File: src/ulrx_pkg.sv
/*
  shared constants for the rxcmd status encoder: register map, field
  positions, reset values, bus widths and the fsm state encoding.
  assumes a wishbone classic master and a link that owns the ulpi clock.
*/
package ulrx_pkg;
  // wishbone geometry
  localparam int ULRX_AW = 8;
  localparam int ULRX_DW = 32;
  // register byte offsets
  localparam logic [7:0] ULRX_OFS_CTRL   = 8'h00;
  localparam logic [7:0] ULRX_OFS_IE_R   = 8'h04;
  localparam logic [7:0] ULRX_OFS_IE_F   = 8'h08;
  localparam logic [7:0] ULRX_OFS_STATUS = 8'h0c;
  localparam logic [7:0] ULRX_OFS_ABORTS = 8'h10;
  // control field positions
  localparam int ULRX_C_XCVR  = 0;
  localparam int ULRX_C_TERM  = 2;
  localparam int ULRX_C_OPM   = 3;
  localparam int ULRX_C_PDP   = 5;
  localparam int ULRX_C_PDM   = 6;
  localparam int ULRX_C_COMPL = 7;
  localparam int ULRX_C_EXT   = 8;
  localparam int ULRX_C_PASS  = 9;
  // interrupt enable bit positions
  localparam int ULRX_IE_HOST = 0;
  localparam int ULRX_IE_SV   = 1;
  localparam int ULRX_IE_SE   = 2;
  localparam int ULRX_IE_DISC = 3;
  // reset values
  localparam logic [9:0] ULRX_CTRL_RST = 10'h005;
  localparam logic [3:0] ULRX_IE_RST   = 4'hf;
  // ulpi codes and timing
  localparam logic [5:0] ULRX_EXT_ADDR = 6'h2f;
  localparam logic [2:0] ULRX_REG_EDGES = 3'h4;
  localparam int ULRX_SYNC_W = 22;
  // fsm states, one-hot
  typedef enum logic [3:0] {
    st_idle = 4'h1,
    st_turn = 4'h2,
    st_cmd  = 4'h4,
    st_rx   = 4'h8
  } ulrx_state_t;
endpackage : ulrx_pkg

File: src/ulrx_sync.sv
/*
  two flip-flop synchroniser for a vector of independent levels.
  assumes each bit is a level that may change at any time; words are
  only sampled where the caller knows they are stable.
*/
`timescale 1ns/1ps
module ulrx_sync #(
  parameter int W = 1
) (
  // system
  input  wire logic         i_clk_sys,
  input  wire logic         i_rst,
  // levels
  input  wire logic [W-1:0] i_async,
  output logic      [W-1:0] o_sync
);
  typedef struct packed {
    logic [W-1:0] meta;
    logic [W-1:0] sync;
  } ulrx_sync_st_t;

  ulrx_sync_st_t s;
  ulrx_sync_st_t next_s;

  // first stage feeds only the second stage
  always_comb begin
    next_s.meta = i_async;
    next_s.sync = s.meta;
  end

  always_ff @(posedge i_clk_sys) begin
    if (i_rst) begin
      s <= '0;
    end else begin
      s <= next_s;
    end
  end

  assign o_sync = s.sync;
endmodule : ulrx_sync

File: src/ulrx_status.sv
/*
  rxcmd status encoder of a ulpi transceiver: line state, supply state
  and receive events are packed into rxcmd bytes and sent to the link.
  assumes the link drives the ulpi clock (sampled here) and the analogue
  front end gives plain levels; software configures over wishbone classic.
*/
`timescale 1ns/1ps
module ulrx_status (
  // system
  input  wire logic                          i_clk_sys,
  input  wire logic                          i_rst,
  // wishbone classic slave
  input  wire logic                          i_wb_cyc,
  input  wire logic                          i_wb_stb,
  input  wire logic                          i_wb_we,
  input  wire logic [ulrx_pkg::ULRX_AW-1:0]  i_wb_adr,
  input  wire logic [3:0]                    i_wb_sel,
  input  wire logic [ulrx_pkg::ULRX_DW-1:0]  i_wb_dat,
  output logic      [ulrx_pkg::ULRX_DW-1:0]  o_wb_dat,
  output logic                               o_wb_ack,
  // ulpi link side
  input  wire logic                          i_ulpi_clk,
  input  wire logic                          i_ulpi_stp,
  input  wire logic [7:0]                    i_ulpi_data,
  output logic      [7:0]                    o_ulpi_data,
  output logic                               o_ulpi_data_oe,
  output logic                               o_ulpi_dir,
  output logic                               o_ulpi_nxt,
  // analogue front end levels
  input  wire logic                          i_line_plus,
  input  wire logic                          i_line_minus,
  input  wire logic                          i_squelch,
  input  wire logic                          i_hs_diff,
  input  wire logic                          i_comp_session_end,
  input  wire logic                          i_comp_session_valid,
  input  wire logic                          i_comp_host_supply,
  input  wire logic                          i_fault,
  input  wire logic                          i_id,
  input  wire logic                          i_sync_found,
  input  wire logic                          i_rx_error,
  input  wire logic                          i_disconnect
);
  import ulrx_pkg::*;

  typedef struct packed {
    logic [9:0]  ctrl;
    logic [3:0]  ie_r;
    logic [3:0]  ie_f;
    ulrx_state_t st;
    logic        dir;
    logic        nxt;
    logic        oe;
    logic [7:0]  dout;
    logic        ack;
    logic [31:0] rdata;
    logic        clk_q;
    logic [3:0]  ind_q;
    logic [1:0]  ls_q;
    logic        pend;
    logic        reg_busy;
    logic [2:0]  reg_cnt;
    logic        ext_op;
    logic [7:0]  aborts;
    logic [7:0]  last_cmd;
  } ulrx_st_t;

  ulrx_st_t s;
  ulrx_st_t next_s;

  logic [ULRX_SYNC_W-1:0] sy;
  logic       s_clk, s_stp, s_plus, s_minus, s_sq, s_diff;
  logic       s_se, s_sv, s_hc, s_fault, s_id, s_sync, s_err, s_disc;
  logic [7:0] s_data;
  logic       ulpi_rise, host_mode, ext_ok, host_vld, chg, wb_take;
  logic [1:0] ls_now;
  logic [1:0] vbus_now;
  logic [3:0] ind_now;

  // every ulpi and front end pin level passes two flops before use
  ulrx_sync #(.W(ULRX_SYNC_W)) u_sync (
    .i_clk_sys (i_clk_sys),
    .i_rst     (i_rst),
    .i_async   ({i_ulpi_clk, i_ulpi_stp, i_ulpi_data, i_line_plus, i_line_minus,
                 i_squelch, i_hs_diff, i_comp_session_end, i_comp_session_valid,
                 i_comp_host_supply, i_fault, i_id, i_sync_found, i_rx_error,
                 i_disconnect}),
    .o_sync    (sy)
  );

  assign {s_clk, s_stp, s_data, s_plus, s_minus, s_sq, s_diff, s_se, s_sv, s_hc,
          s_fault, s_id, s_sync, s_err, s_disc} = sy;

  // line state from the mode bits; fs and ls share the raw {dm,dp} map
  function automatic logic [1:0] enc_line(input logic [1:0] xcvr, input logic term,
                                          input logic [1:0] opm, input logic host,
                                          input logic dp, input logic dm,
                                          input logic sq, input logic diff);
    logic chirp;
    chirp = host ? (opm == 2'h2) : term;
    if (xcvr != 2'h0) begin
      enc_line = {dm, dp};
    end else if (sq) begin
      enc_line = 2'h0;
    end else if (chirp) begin
      enc_line = diff ? 2'h1 : 2'h2;
    end else begin
      enc_line = 2'h1;
    end
  endfunction : enc_line

  // supply state from the three indicators, highest first
  function automatic logic [1:0] enc_vbus(input logic hv, input logic sv, input logic se);
    if (hv) begin
      enc_vbus = 2'h3;
    end else if (sv) begin
      enc_vbus = 2'h2;
    end else if (!se) begin
      enc_vbus = 2'h1;
    end else begin
      enc_vbus = 2'h0;
    end
  endfunction : enc_vbus

  // whole rxcmd byte; disconnect is shown only outside a packet
  function automatic logic [7:0] rxcmd(input logic act, input logic err, input logic disc,
                                       input logic id, input logic [1:0] vb,
                                       input logic [1:0] ls);
    logic [1:0] ev;
    if (act) begin
      ev = err ? 2'h3 : 2'h1;
    end else begin
      ev = disc ? 2'h2 : 2'h0;
    end
    rxcmd = {1'b0, id, ev, vb, ls};
  endfunction : rxcmd

  // status sources
  assign ulpi_rise = s_clk & ~s.clk_q;
  assign host_mode = s.ctrl[ULRX_C_PDP] & s.ctrl[ULRX_C_PDM];
  assign ls_now    = enc_line(s.ctrl[ULRX_C_XCVR+:2], s.ctrl[ULRX_C_TERM],
                              s.ctrl[ULRX_C_OPM+:2], host_mode, s_plus, s_minus,
                              s_sq, s_diff);
  // external indicator means supply good unless the fault pin is active; without pass it also needs the comparator
  assign ext_ok    = ~(s_fault ^ s.ctrl[ULRX_C_COMPL]);
  assign host_vld  = s.ctrl[ULRX_C_EXT] ?
                     (ext_ok & (s.ctrl[ULRX_C_PASS] | s_hc)) : s_hc;
  assign vbus_now  = enc_vbus(host_vld, s_sv, s_se);
  assign ind_now   = {s_disc & host_mode, s_se, s_sv, host_vld};
  // edge-enabled changes plus any line change raise a pending rxcmd
  assign chg       = (|((ind_now & ~s.ind_q & s.ie_r) | (~ind_now & s.ind_q & s.ie_f)))
                     | (ls_now != s.ls_q);
  assign wb_take   = i_wb_cyc & i_wb_stb & ~s.ack;

  // next state: bus slave, change tracking and the ulpi turnaround fsm
  always_comb begin
    logic clr;
    clr = 1'b0;
    next_s = s;
    next_s.clk_q = s_clk;
    next_s.ls_q  = ls_now;
    next_s.ind_q = ind_now;
    next_s.ack   = wb_take;
    // read data is latched at the request edge and stands with ack
    if (wb_take) begin
      case (i_wb_adr)
        ULRX_OFS_CTRL:   next_s.rdata = {22'h0, s.ctrl};
        ULRX_OFS_IE_R:   next_s.rdata = {28'h0, s.ie_r};
        ULRX_OFS_IE_F:   next_s.rdata = {28'h0, s.ie_f};
        ULRX_OFS_STATUS: next_s.rdata = {19'h0, s.pend, s.ext_op, s.reg_busy,
                                         s.dir, (s.st == st_rx), s.last_cmd};
        ULRX_OFS_ABORTS: next_s.rdata = {24'h0, s.aborts};
        default:         next_s.rdata = 32'h0;
      endcase
      if (i_wb_we) begin
        case (i_wb_adr)
          ULRX_OFS_CTRL: begin
            if (i_wb_sel[0]) begin
              next_s.ctrl[7:0] = i_wb_dat[7:0];
            end
            if (i_wb_sel[1]) begin
              next_s.ctrl[9:8] = i_wb_dat[9:8];
            end
          end
          ULRX_OFS_IE_R: begin
            if (i_wb_sel[0]) begin
              next_s.ie_r = i_wb_dat[3:0];
            end
          end
          ULRX_OFS_IE_F: begin
            if (i_wb_sel[0]) begin
              next_s.ie_f = i_wb_dat[3:0];
            end
          end
          default: begin
            next_s.rdata = next_s.rdata;
          end
        endcase
      end
    end
    // link side moves only on a sampled ulpi clock rise
    if (ulpi_rise) begin
      case (s.st)
        st_idle: begin
          if (s_sync || s.pend) begin
            // taking the bus kills any register access in flight
            if (s.reg_busy) begin
              next_s.aborts   = s.aborts + 8'h01;
              next_s.reg_busy = 1'b0;
            end
            next_s.dir = 1'b1;
            next_s.oe  = 1'b0;
            if (s_sync) begin
              next_s.nxt = 1'b1;
              next_s.st  = st_rx;
            end else begin
              next_s.st  = st_turn;
            end
          end else if (!s.reg_busy) begin
            // txcmd of a register read or write starts an access
            if (s_data[7]) begin
              next_s.reg_busy = 1'b1;
              next_s.reg_cnt  = 3'h0;
              next_s.ext_op   = (s_data[5:0] == ULRX_EXT_ADDR);
            end
          end else if (s_stp || (s.reg_cnt == ULRX_REG_EDGES - 3'h1)) begin
            next_s.reg_busy = 1'b0;
          end else begin
            next_s.reg_cnt = s.reg_cnt + 3'h1;
          end
        end
        st_turn: begin
          next_s.oe       = 1'b1;
          next_s.dout     = rxcmd(1'b0, 1'b0, ind_now[ULRX_IE_DISC], s_id, vbus_now, ls_now);
          next_s.last_cmd = next_s.dout;
          next_s.st       = st_cmd;
          clr             = 1'b1;
        end
        st_cmd: begin
          // back-to-back updates reuse the turned bus
          if (s.pend) begin
            next_s.dout     = rxcmd(1'b0, 1'b0, ind_now[ULRX_IE_DISC], s_id, vbus_now,
                                    ls_now);
            next_s.last_cmd = next_s.dout;
            clr             = 1'b1;
          end else begin
            next_s.dir = 1'b0;
            next_s.oe  = 1'b0;
            next_s.st  = st_idle;
          end
        end
        st_rx: begin
          // nxt falls after the first rx period: no packet bytes pass through here
          next_s.nxt      = 1'b0;
          next_s.oe       = 1'b1;
          next_s.dout     = rxcmd(s_sync, s_err, ind_now[ULRX_IE_DISC], s_id, vbus_now,
                                  ls_now);
          next_s.last_cmd = next_s.dout;
          clr             = 1'b1;
          // rx active low is reported before dir falls
          if (!s_sync) begin
            next_s.st = st_cmd;
          end
        end
        default: begin
          next_s.st  = st_idle;
          next_s.dir = 1'b0;
          next_s.nxt = 1'b0;
          next_s.oe  = 1'b0;
        end
      endcase
    end
    // a change in the clearing cycle keeps the request alive
    next_s.pend = (s.pend & ~clr) | chg;
  end

  // single state register
  always_ff @(posedge i_clk_sys) begin
    if (i_rst) begin
      s          <= '0;
      s.ctrl     <= ULRX_CTRL_RST;
      s.ie_r     <= ULRX_IE_RST;
      s.ie_f     <= ULRX_IE_RST;
      s.st       <= st_idle;
    end else begin
      s <= next_s;
    end
  end

  // outputs straight from flops
  assign o_wb_dat       = s.rdata;
  assign o_wb_ack       = s.ack;
  assign o_ulpi_data    = s.dout;
  assign o_ulpi_data_oe = s.oe;
  assign o_ulpi_dir     = s.dir;
  assign o_ulpi_nxt     = s.nxt;
endmodule : ulrx_status

File: config.mk
export PLATFORM = sky130hd
export DESIGN_NAME = ulrx_status
export DESIGN_NICKNAME = d
export VERILOG_FILES = /design/src/ulrx_pkg.sv /design/src/ulrx_sync.sv /design/src/ulrx_status.sv
export SDC_FILE = /design/constraint.sdc
export NUM_CORES = 1
export LEC_CHECK = 0
export ABC_AREA = 0
export ABC_CLOCK_PERIOD_IN_PS = 3900
export CAP_MARGIN = 30
export CORE_MARGIN = 4
export CORE_UTILIZATION = 33
export DETAILED_ROUTE_END_ITERATION = 7
export DONT_BUFFER_PORTS = 1
export PLACE_DENSITY_LB_ADDON = 0.15
export SLEW_MARGIN = 25
export SYNTH_ARGS = -nofsm -noshare
export SYNTH_HDL_FRONTEND = slang
export SYNTH_HIERARCHICAL = 1
export SYNTH_SLANG_ARGS = --single-unit
File: constraint.sdc
create_clock -name i_clk_sys -period 3.9 [get_ports i_clk_sys]
set_input_delay 0.39 -clock i_clk_sys [delete_from_list [all_inputs] [get_ports i_clk_sys]]
set_output_delay 0.39 -clock i_clk_sys [all_outputs]
set_load 0.005 [all_outputs]
==> results of run 1 <==
## metrics by stage
step	cell area [um2]	setup slack (ns)	hold WS [ns]	total power [mW]
2_1_floorplan	4650	1.88	0.414	1.28
3_3_place_gp	4470	1.32	0.424	1.26
3_5_place_dp	4470	1.22	0.422	1.26
4_1_cts	4830	1.30	0.0892	2.34
5_1_grt	4830	1.21	0.0799	2.40
6_report	4830	1.30	0.107	2.30
## state kept, by name, indices dropped and copies added (netlist names)
name            count
u_sync/o_sync      21
o_ulpi_dir          1
o_wb_ack            1
o_ulpi_nxt          1
u_sync/next_s      21
o_wb_dat           13
o_ulpi_data_oe      1
s                  50
## layout make-up
type | count | share of cell area, %
clock buffers | 10 | 4.95
repair buffers | 3 | 0.466
clock inverters | 6 | 2.44
well taps | 176 | 4.56
flip-flops and latches | 109 | 45.2
inverters | 9 | 0.700
multi-input cells | 327 | 41.7
## cells in the final DEF, fill, tap and decap left out, types with 3 or more instances in the layout
cell type	n
sky130_fd_sc_hd__dfxtp_1	109
sky130_fd_sc_hd__nor2_1	71
sky130_fd_sc_hd__nor2b_1	49
sky130_fd_sc_hd__mux2i_1	23
sky130_fd_sc_hd__conb_1	20
sky130_fd_sc_hd__o21ai_0	18
sky130_fd_sc_hd__a21oi_1	18
sky130_fd_sc_hd__nand3_1	16
sky130_fd_sc_hd__a22oi_1	16
sky130_fd_sc_hd__nand2_1	14
sky130_fd_sc_hd__inv_1	9
sky130_fd_sc_hd__clkbuf_16	9
sky130_fd_sc_hd__nor3_1	8
sky130_fd_sc_hd__xor2_1	7
sky130_fd_sc_hd__nand4_1	7
sky130_fd_sc_hd__nand2b_1	5
sky130_fd_sc_hd__a211oi_1	5
sky130_fd_sc_hd__nor4_1	4
sky130_fd_sc_hd__nand3b_1	4
sky130_fd_sc_hd__mux4_2	4
sky130_fd_sc_hd__nor4b_1	3
sky130_fd_sc_hd__xnor2_1	3
sky130_fd_sc_hd__a31oi_1	3
sky130_fd_sc_hd__ha_1	3
sky130_fd_sc_hd__bufinv_16	3
sky130_fd_sc_hd__buf_4	3
## power groups by stage
stage / clock network, mW / logic [mW] / registers (mW)
2_1_floorplan: 0 / 0.105 / 1.17
3_3_place_gp: 0 / 0.0781 / 1.18
3_5_place_dp: 0 / 0.0794 / 1.18
4_1_cts: 1.10 / 0.0797 / 1.15
5_1_grt: 1.15 / 0.0901 / 1.16
6_report: 1.07 / 0.0789 / 1.15
## worst paths after layout
path	from	endpoint	depth (start not counted)	slack (ns)
worst min register to register	u_sync/next_s[8]$_SDFF_PP0_	u_sync/o_sync[8]$_SDFF_PP0_	1	0.43
worst max register to register	o_wb_ack$_SDFF_PP0_	s[86]$_SDFFE_PP0P_	6	1.30
worst min-delay path	i_rst	u_sync/next_s[21]$_SDFF_PP0_	1	0.11
worst max-delay path	o_wb_ack$_SDFF_PP0_	s[86]$_SDFFE_PP0P_	6	1.30
## worst reg2reg max path, delay by kind of cell (launching register included)
family,cells,cell delay (ns)
flip-flops,1,0.32
buffers and inverters,1,0.21
multiplexers,1,0.41
AND/OR/NAND/NOR,4,1.56
## routing by layer
metal	wire length, um	vias up	track usage [%]
met4	136	0	3.79
met2	4170	90	18.0
met1	4600	1377	17.0
met5	0	-	0
met3	694	11	5.04
li1	-	1552	-
==> impl_summary.md, run 1 <==
Placed design
The congestion estimate from routability-driven global placement came to 0.765. After detailed placement, the design holds a cell count of 624. Buffers placed on the I/O ports in this run total 0. Once detailed placement completed, the half-perimeter wirelength came to 6910 um.

Timing
The number of max-slew violations in the final report came to 0. Setup repair after global routing left no endpoint under its margin. Setup violations remaining at the end of the flow were counted as 0.

Adding up every negative setup slack in the final design gives 0 ns. The count of endpoints failing hold in the final timing report came to 0. Static timing analysis puts the maximum clock frequency at 0.385 GHz.

The worst path needs 2.60 ns of the cycle, external delays included. After layout, the worst path uses 66.6% of the clock period. The actual transition at the worst max-transition pin is 0.739 ns.

In this run the tightest slew margin relative to its limit is 50.0%. The worst setup skew after layout is 0.00671 ns.

Setup path
On the worst path, the slowest cell contributes a delay of 0.71 ns. The critical path goes through nand3b_1 > buf_4 > nor4b_1 > nand4_1 > mux2i_1 > nor2_1. Data on the critical path arrives at its endpoint at 2.84 ns.

The element type at the critical path start is a register. The cell with the biggest individual delay on the critical path is sky130_fd_sc_hd__nand4_1. The number of buffers and inverters on the critical path is 1. Broken down by cell family, the worst path's largest delay share belongs to simple AND/OR/NAND/NOR gates. Of all nets on the critical path, the largest fanout is 20. The worst path required time is 4.14 ns. The worst setup path is captured at a register. The class of the most critical setup path is reg -> reg.

Cells and area
The share of the core filled with cells is 36.0%. The multi-input gate area in the final layout is 2010 um2. The finished layout holds 640 standard cells, fillers aside. After the last flow step, the layout net total stands at 533.

0 antenna diodes ended up in the layout. In the final layout, flip-flops and latches occupy 2180 um2. In the final layout, the share of cells above drive strength 1 is 6.25%. The area added between synthesis and finish is 5.55%.

The number of fill cells in the layout is 1396.

Synth
Summing every instance area after synthesis gives 4570 um2. Yosys printed 6 warnings. Dividing the synthesized area by the synthesized cell count gives 9.30 um2.

The cell count after synthesis is 492.

Pwr
Cell internal power was estimated by the tool at 1.83 mW. Net switching is 20.5% of the power. The share of total power dissipated in the clock network is 46.4%. In this run the power spent charging and discharging nets is 0.472 mW.

Combinational logic burns 3.4% of the power. The peak ir drop on the vdd network is 0.296 mV. The leakage power total is 1.76 nW.

Power spread over the standard cell area amounts to 476 nW/um2. In this run, flip-flops and latches consume 50.2% of the power.

GRT
The number of global-route vias before repair is 2928. The first global-routing pass estimated 15700 um of wire. Entering global routing, the biggest net connects 116 pins. The initial antenna violation count came to 0. The total global-route track usage is 12.4%. The total overflow reported by the global router is 0.

Die
The starting density of the core is 34.1%. In this run the vertical extent of the chip is 126 um. The total number of placement rows is 42. The I/O pin total is 115. The total die area is 15800 um2. The floorplan core area is 13400 um2. The horizontal die dimension is 126 um.

Clock network
The CTS tree is built. The clock reaches the later pin of the worst-skew pair after 0.35 ns. The number of buffers inserted by hold repair at cts is 0. The number of setup buffers added after CTS is 0. The maximum number of buffers from clock root to sink is 2. Gates resized during post-CTS repair numbered 0.

For this design, the sink count on the clock tree is 109. TritonCTS created 9 clock buffers. The H-tree depth is 3.

In this run the clock root is driven by a sky130_fd_sc_hd__clkbuf_16. The clock-pin slew on the worst setup and hold paths is 0.07 ns.

Outcome
The flow ran to the end, and the final reports show no timing, DRC or antenna violations.

Detailed routing
The number of nets still failing antenna checks after routing is 0. Before antenna repair, the detailed router went through 4 iterations. After detailed routing, the total wire length is 9600 um. The average via count per standard cell is 4.73.

The post-route DRC violation count is 0. The total via count after detailed routing is 3030. The first-iteration detailed-routing DRC count is 119.

After detailed routing, the average wire length per cell comes to 15.0 um.

Worst hold path
The worst hold path class is in -> reg.

Run
The number of violations of the max-capacitance limit is 0.
Power figures use the tool's default switching activity.
==> inputs of run 2 (changes only) <==
Settings changed: ABC_CLOCK_PERIOD_IN_PS 3900 to 2300.
Clock period 3.9 ns to 2.3 ns, I/O delays scaled along.
==> impl_summary.md, run 2 (synthesized netlist as in run 1, its figures left out) <==
Die
The floorplan step defined a die boundary enclosing 15800 um2. The floorplan has 42 rows. The starting density of the core is 34.1%. The region available for standard cell placement spans 13400 um2. From bottom edge to top edge, the die measures 126 um.

The I/O pin total is 115. The horizontal die dimension is 126 um.

Timing
The number of max-slew violations in the final report came to 0. The minimum setup slack in the final design is 0.233 ns. The highest attainable clock frequency is 0.484 GHz. Setup repair after global routing left no endpoint under its margin. Counting I/O delays and the setup requirement, the final critical path takes 2.07 ns. The setup violation total in the final timing report is 0.

The count of endpoints failing hold in the final timing report is 0. Measured against its own limit, the worst slew margin works out to 61.1%. The worst setup skew after layout is 0.00923 ns. For the final routed database, the setup TNS stands at 0 ns. The final period utilization is 89.9%. The actual transition at the worst max-transition pin is 0.576 ns.

Cells and area
The net count of the finished layout is 561. Ranked by flip-flop count, first place goes to s. Relative to the synthesized area, the layout overhead comes to 10.3%. The number of antenna diodes in the final layout is 0. The most common cell after layout, fill and taps aside is sky130_fd_sc_hd__dfxtp_1. The proportion of layout cells with a drive suffix above 1 is 7.93%.

In the layout the commonest cells are sky130_fd_sc_hd__dfxtp_1, sky130_fd_sc_hd__nor2_1, sky130_fd_sc_hd__nor2b_1. The register with the most flip-flops in the layout has 50 of them.

Setup path
The worst path required time is 2.59 ns. The setup slack on the worst flop-to-flop path is 0.23 ns. The worst setup path is captured at a register. The element type at the critical path start is a register.

The critical path starts at s[75]$_SDFFE_PP0P_. Along the worst path, the maximum fanout reaches 11. The arrival time reported for the critical path endpoint is 2.36 ns. The class of the most critical setup path is reg -> reg. Counting cells, the worst reg-to-reg path comes to 5. In this run the critical register-to-register path is launched from s[75]$_SDFFE_PP0P_.

Clock network
For the worst-skew pair, the clock arrives at the later sink with an insertion delay of 0.36 ns. The number of setup buffers added after CTS is 0. In this run, post-CTS hold repair placed 19 buffers.

The CTS tree is built. In this run the deepest clock path goes through 2 buffers. The number of gates resized after CTS was 0. The number of clock sinks seen by CTS is 109.

The number of clock buffers added by TritonCTS is 9. Clock-pin slew was measured on the worst setup and hold paths at 0.07 ns. Clock tree synthesis selected as its root buffer the cell sky130_fd_sc_hd__clkbuf_16. The H-tree depth is 3.

Worst hold path
The startpoint identified for the worst hold timing path is i_sync_found. The worst hold path class is in -> reg. Counting instances, the worst hold path has a depth of 1.

Detailed routing
The count of nets left with antenna violations once routing finished came out at 0. The detailed-router iteration count before antenna repair is 5. The first-iteration detailed-routing DRC count is 148.

The average via count per standard cell is 4.79. Across all layers, the routed design uses 3203 vias. After detailed routing, the number of remaining DRC violations is 0.

The detailed-route wire length is 9910 um. The average routed wire per standard cell is 14.8 um.

Pwr
The proportion of power drawn by the clock network is 41.3%. Cell internal power was estimated by the tool at 2.81 mW. In this run the power density over the cells is 725 nW/um2. Net switching is 23.3% of the power.

The leakage power total is 1.86 nW. Sequential cells burn 53.4% of the power. The part of the total power dissipated in combinational logic is 5.3%. The power dissipated by switching net loads is 0.854 mW. The peak ir drop on the vdd network is 0.398 mV.

GRT
For this run, the total global-route usage over all layers was measured as 12.7%. The total overflow reported by the global router is 0. The first-pass GRT wire length is 15900 um. The initial antenna violation count is 0. Entering global routing, the biggest net connects 100 pins. The number of global-route vias before repair is 3032.

Placed design
In this run the tool buffered the top-level ports with 0 buffer cells. The placed wire-length estimate after detailed placement is 6870 um. OpenSTA, run right after detailed placement, puts the worst setup slack at 0.242 ns. At the end of routability-driven placement, the weighted congestion stood at 0.767.

Outcome
The run finished with clean final reports.

Run
Across the run, the number of max-cap violations was 0.
-- run 2: cell types whose count changed in the layout (fill, tap and decap cells not counted), sizes merged --
cell,previous run,this run
clkinv,0,3
dlygate4sd3,0,18
bufinv,3,0
buf,3,13
-- run 2: path summary, 6_finish.rpt --
path	endpoint
min reg2reg	u_sync/o_sync[9]$_SDFF_PP0_
max reg2reg	s[16]$_SDFFE_PP0P_
min	u_sync/next_s[2]$_SDFF_PP0_
max	s[16]$_SDFFE_PP0P_
-- run 2: worst max-delay path, cell delays in order (launching register included) --
cell and delay (ns):
sky130_fd_sc_hd__dfxtp_1 0.42, sky130_fd_sc_hd__or4b_1 0.67, sky130_fd_sc_hd__nor4_4 0.30, sky130_fd_sc_hd__nand2_2 0.09
sky130_fd_sc_hd__or4_1 0.40, sky130_fd_sc_hd__a21oi_1 0.13
-- run 2: metal layers --
| layer | share of wire, % | global-route usage [%] | vias to the layer above |
|---|---|---|---|
| met5 | 0 | 0 | - |
| met4 | 1.2 | 4.16 | 0 |
| met3 | 7.4 | 4.70 | 10 |
| met2 | 45 | 19.3 | 94 |
| met1 | 47 | 17.0 | 1488 |
| li1 | - | - | 1611 |
-- run 2: power groups by stage --
stage	Clock (mW)	Combinational, mW	Sequential, mW
floorplan	0	0.179	1.99
global route	1.64	0.220	1.96
finish	1.51	0.194	1.95
global placement	0	0.139	2.00
CTS	1.58	0.195	1.95
detailed placement	0	0.140	2.00
-- run 2: stage by stage --
stage	cells	util, %	instance area (um2)	hold slack [ns]	power [mW]
finish	668	37.6	5040	0.0154	3.66
global route	668	37.6	5040	0.00221	3.81
CTS	668	37.6	5040	0.00506	3.73
detailed placement	633	33.9	4540	0.311	2.14
global placement	633	33.9	4540	0.311	2.14
floorplan	511	-	4650	0.302	2.17
-- run 2: area by class of cell --
| class | count | area [um2] |
|---|---|---|
| fill | 1376 | 8360 |
| timing repair buffer | 31 | 298 |
| tap | 176 | 220 |
| clock inverter | 6 | 57.6 |
| sequential | 109 | 2180 |
| multi-input combinational | 327 | 2010 |
| inverter | 9 | 33.8 |
| clock buffer | 10 | 239 |
==> inputs of run 3 (changes only) <==
Settings changed: PLACE_DENSITY from default to 0.53, PLACE_DENSITY_LB_ADDON 0.15 to default.
==> impl_summary.md, run 3 (synthesized netlist as in run 1, its figures left out) <==
Cells and area
The flip-flop count of the largest register, all copies and words added is 50. After routing the design area is 4990 um2. The proportion of layout cells with a drive suffix above 1 is 8.06%. Leaving out fill and tap cells, the most frequent cell in the layout is sky130_fd_sc_hd__dfxtp_1. Ranked by flip-flop count, first place goes to s. The repair_antennas step left the layout with diodes totalling 0.

The net count of the finished layout is 553. The area added between synthesis and finish is 9.00%. The top cell types in the final layout, fill and taps aside, are sky130_fd_sc_hd__dfxtp_1, sky130_fd_sc_hd__nor2_1, sky130_fd_sc_hd__nor2b_1.

Timing
The smallest clock period supported by the final layout is computed as 2.06 ns. The final period utilization is 89.8%. The worst setup skew after layout is 0.00535 ns. Setup repair after global routing left no endpoint under its margin. The count of endpoints failing hold in the final timing report is 0. The actual transition at the worst max-transition pin is 0.626 ns. Across all setup checks in the final design, the least slack found is 0.236 ns. For this run, the top clock speed supported by timing is 0.484 GHz.

The tightest slew margin relative to the limit is 57.7%. The number of max-slew violations in the final report came to 0. Setup violations remaining at the end of the flow were counted as 0. The sum of negative setup slack is 0 ns.

Pwr
Summing internal, switching and leakage power gives 3.75 mW. The areal power density over the cells is 753 nW/um2. The leakage power total is 1.84 nW.

The peak ir drop on the vdd network is 0.359 mV.

Setup path
The setup slack on the worst flop-to-flop path is 0.24 ns. The signal on the critical path passes through or4b_1 > nor4_4 > nand2_2 > or4_1 > a21oi_1. The worst path required time is 2.58 ns.

The destination of the critical timing path is s[16]$_SDFFE_PP0P_. The startpoint identified for the worst register-to-register timing path is s[75]$_SDFFE_PP0P_. The worst reg-to-reg path cell count is 5. The terminus of the critical flop-to-flop path is s[16]$_SDFFE_PP0P_. The most critical setup path has its startpoint at s[75]$_SDFFE_PP0P_. The class of the most critical setup path is reg -> reg. In this run the worst path has a maximum fanout of 11. The cell with the biggest individual delay on the critical path is sky130_fd_sc_hd__or4b_1.

Data on the critical path arrives at its endpoint at 2.34 ns. The element type at the critical path start is a register. STA classifies the critical path endpoint as a register. The peak per-stage delay on the critical path is 0.66 ns.

Detailed routing
For this block, the initial DRC count from the detailed router was 227. The total via count after detailed routing is 3124. The count of nets left with antenna violations once routing finished came out at 0.

Dividing the detail-routed via count by the number of cells gives 4.73. After detailed routing, the number of remaining DRC violations is 0. The detailed-router iteration count before antenna repair is 5.

The detailed-route wire length is 9550 um. Dividing the detail-routed wire length by the instance count gives 14.5 um.

Outcome
The run finished with clean final reports.

GRT
The largest net degree at the start of global routing is 100. The number of global-route vias before repair came to 2907. The first global-routing pass estimated 15500 um of wire. The initial antenna violation count is 0.

The total global-route track usage is 12.3%. Summed over all layers, the global routing overflow is 0.

Die
The horizontal die dimension is 126 um. The floorplan has 42 rows. The floorplan core area is 13400 um2. The starting density of the core is 34.1%. Measured along the y axis, the die boundary spans 126 um.

The die covers 15800 um2. 115 I/O pins were placed.

Run
The number of violations of the max-capacitance limit is 0.

Placed design
The pre-CTS setup slack is 0.259 ns. The placed wire-length estimate after detailed placement is 6690 um. Input and output buffers added on the ports amount to 0. After detailed placement, the total cell area comes to 4540 um2. Routability-driven placement finished with a final weighted congestion of 0.787.

Clock network
The cell at the root of the clock tree is sky130_fd_sc_hd__clkbuf_16. The CTS tree is built. Clock tree synthesis found a total of 109 sinks. After clock tree synthesis, the setup repair step added 0 buffers. The H-tree depth is 3.

For this design, the CTS-stage hold fixing added 11 buffers. The longest clock path from root to sink contains 2 buffers. The number of buffers added by the clock tree synthesis step is 9. The number of instances resized during post-cts repair is 0. The clock-pin slew on the worst setup and hold paths is 0.08 ns. At the later pin of the worst-skew pair, clock insertion delay measures 0.35 ns.

Worst hold path
The worst hold path class is in -> reg. The hold-critical path depth is 1. The worst hold path begins at i_ulpi_clk.
==> run 3: cell count changes in the layout (fill, tap and decap cells not counted) <==
cell and delta:
sky130_fd_sc_hd__bufinv_16 +1, sky130_fd_sc_hd__clkbuf_8 -1, sky130_fd_sc_hd__clkinv_2 -1, sky130_fd_sc_hd__dlygate4sd3_1 -8, sky130_fd_sc_hd__inv_8 +1
==> run 3: through the flow <==
step	instances	utilization, %	hold slack [ns]
finish	660	37.2	0.0131
global route	660	37.2	0.00189
CTS	660	37.2	0.000366
detailed placement	633	33.9	0.313
global placement	633	33.9	0.310
floorplan	511	-	0.302
==> run 3: where the power goes <==
| group | internal (mW) | switching (mW) |
|---|---|---|
| sequential | 1.93 | 0.0245 |
| combinational | 0.0823 | 0.102 |
| clock | 0.875 | 0.741 |
| total | 2.89 | 0.867 |
==> run 3: worst max-delay path: cells and delay by family (launching register included) <==
family           cells  cell delay [ns]
flip-flops           1             0.41
AND/OR/NAND/NOR      4             1.46
AO/OA/AOI/OAI        1             0.13
==> run 3: cell type report <==
class	count	area, um2
inverter	9	33.8
multi-input combinational	327	2010
sequential	109	2180
clock inverter	7	93.8
tap	176	220
clock buffer	9	225
timing repair buffer	23	218
fill	1351	8410
==> run 3: worst min path at each step <==
stage | to | slack (ns)
final | u_sync/next_s[21]$_SDFF_PP0_ | 0.01
after global routing | u_sync/next_s[1]$_SDFF_PP0_ | 0.002
after CTS | u_sync/next_s[21]$_SDFF_PP0_ | 0.0004
after detailed placement | u_sync/next_s[12]$_SDFF_PP0_ | 0.31
after global placement | s[19]$_SDFFE_PP0P_ | 0.31
after floorplan | u_sync/next_s[19]$_SDFF_PP0_ | 0.30
==> run 3: layer usage <==
metal	vias to the layer above	part of all wire [%]	GRT usage [%]
met3	10	6.8	3.77
met5	-	0	0
li1	1600	-	-
met2	104	43	18.6
met4	0	1.3	3.85
met1	1410	49	16.8
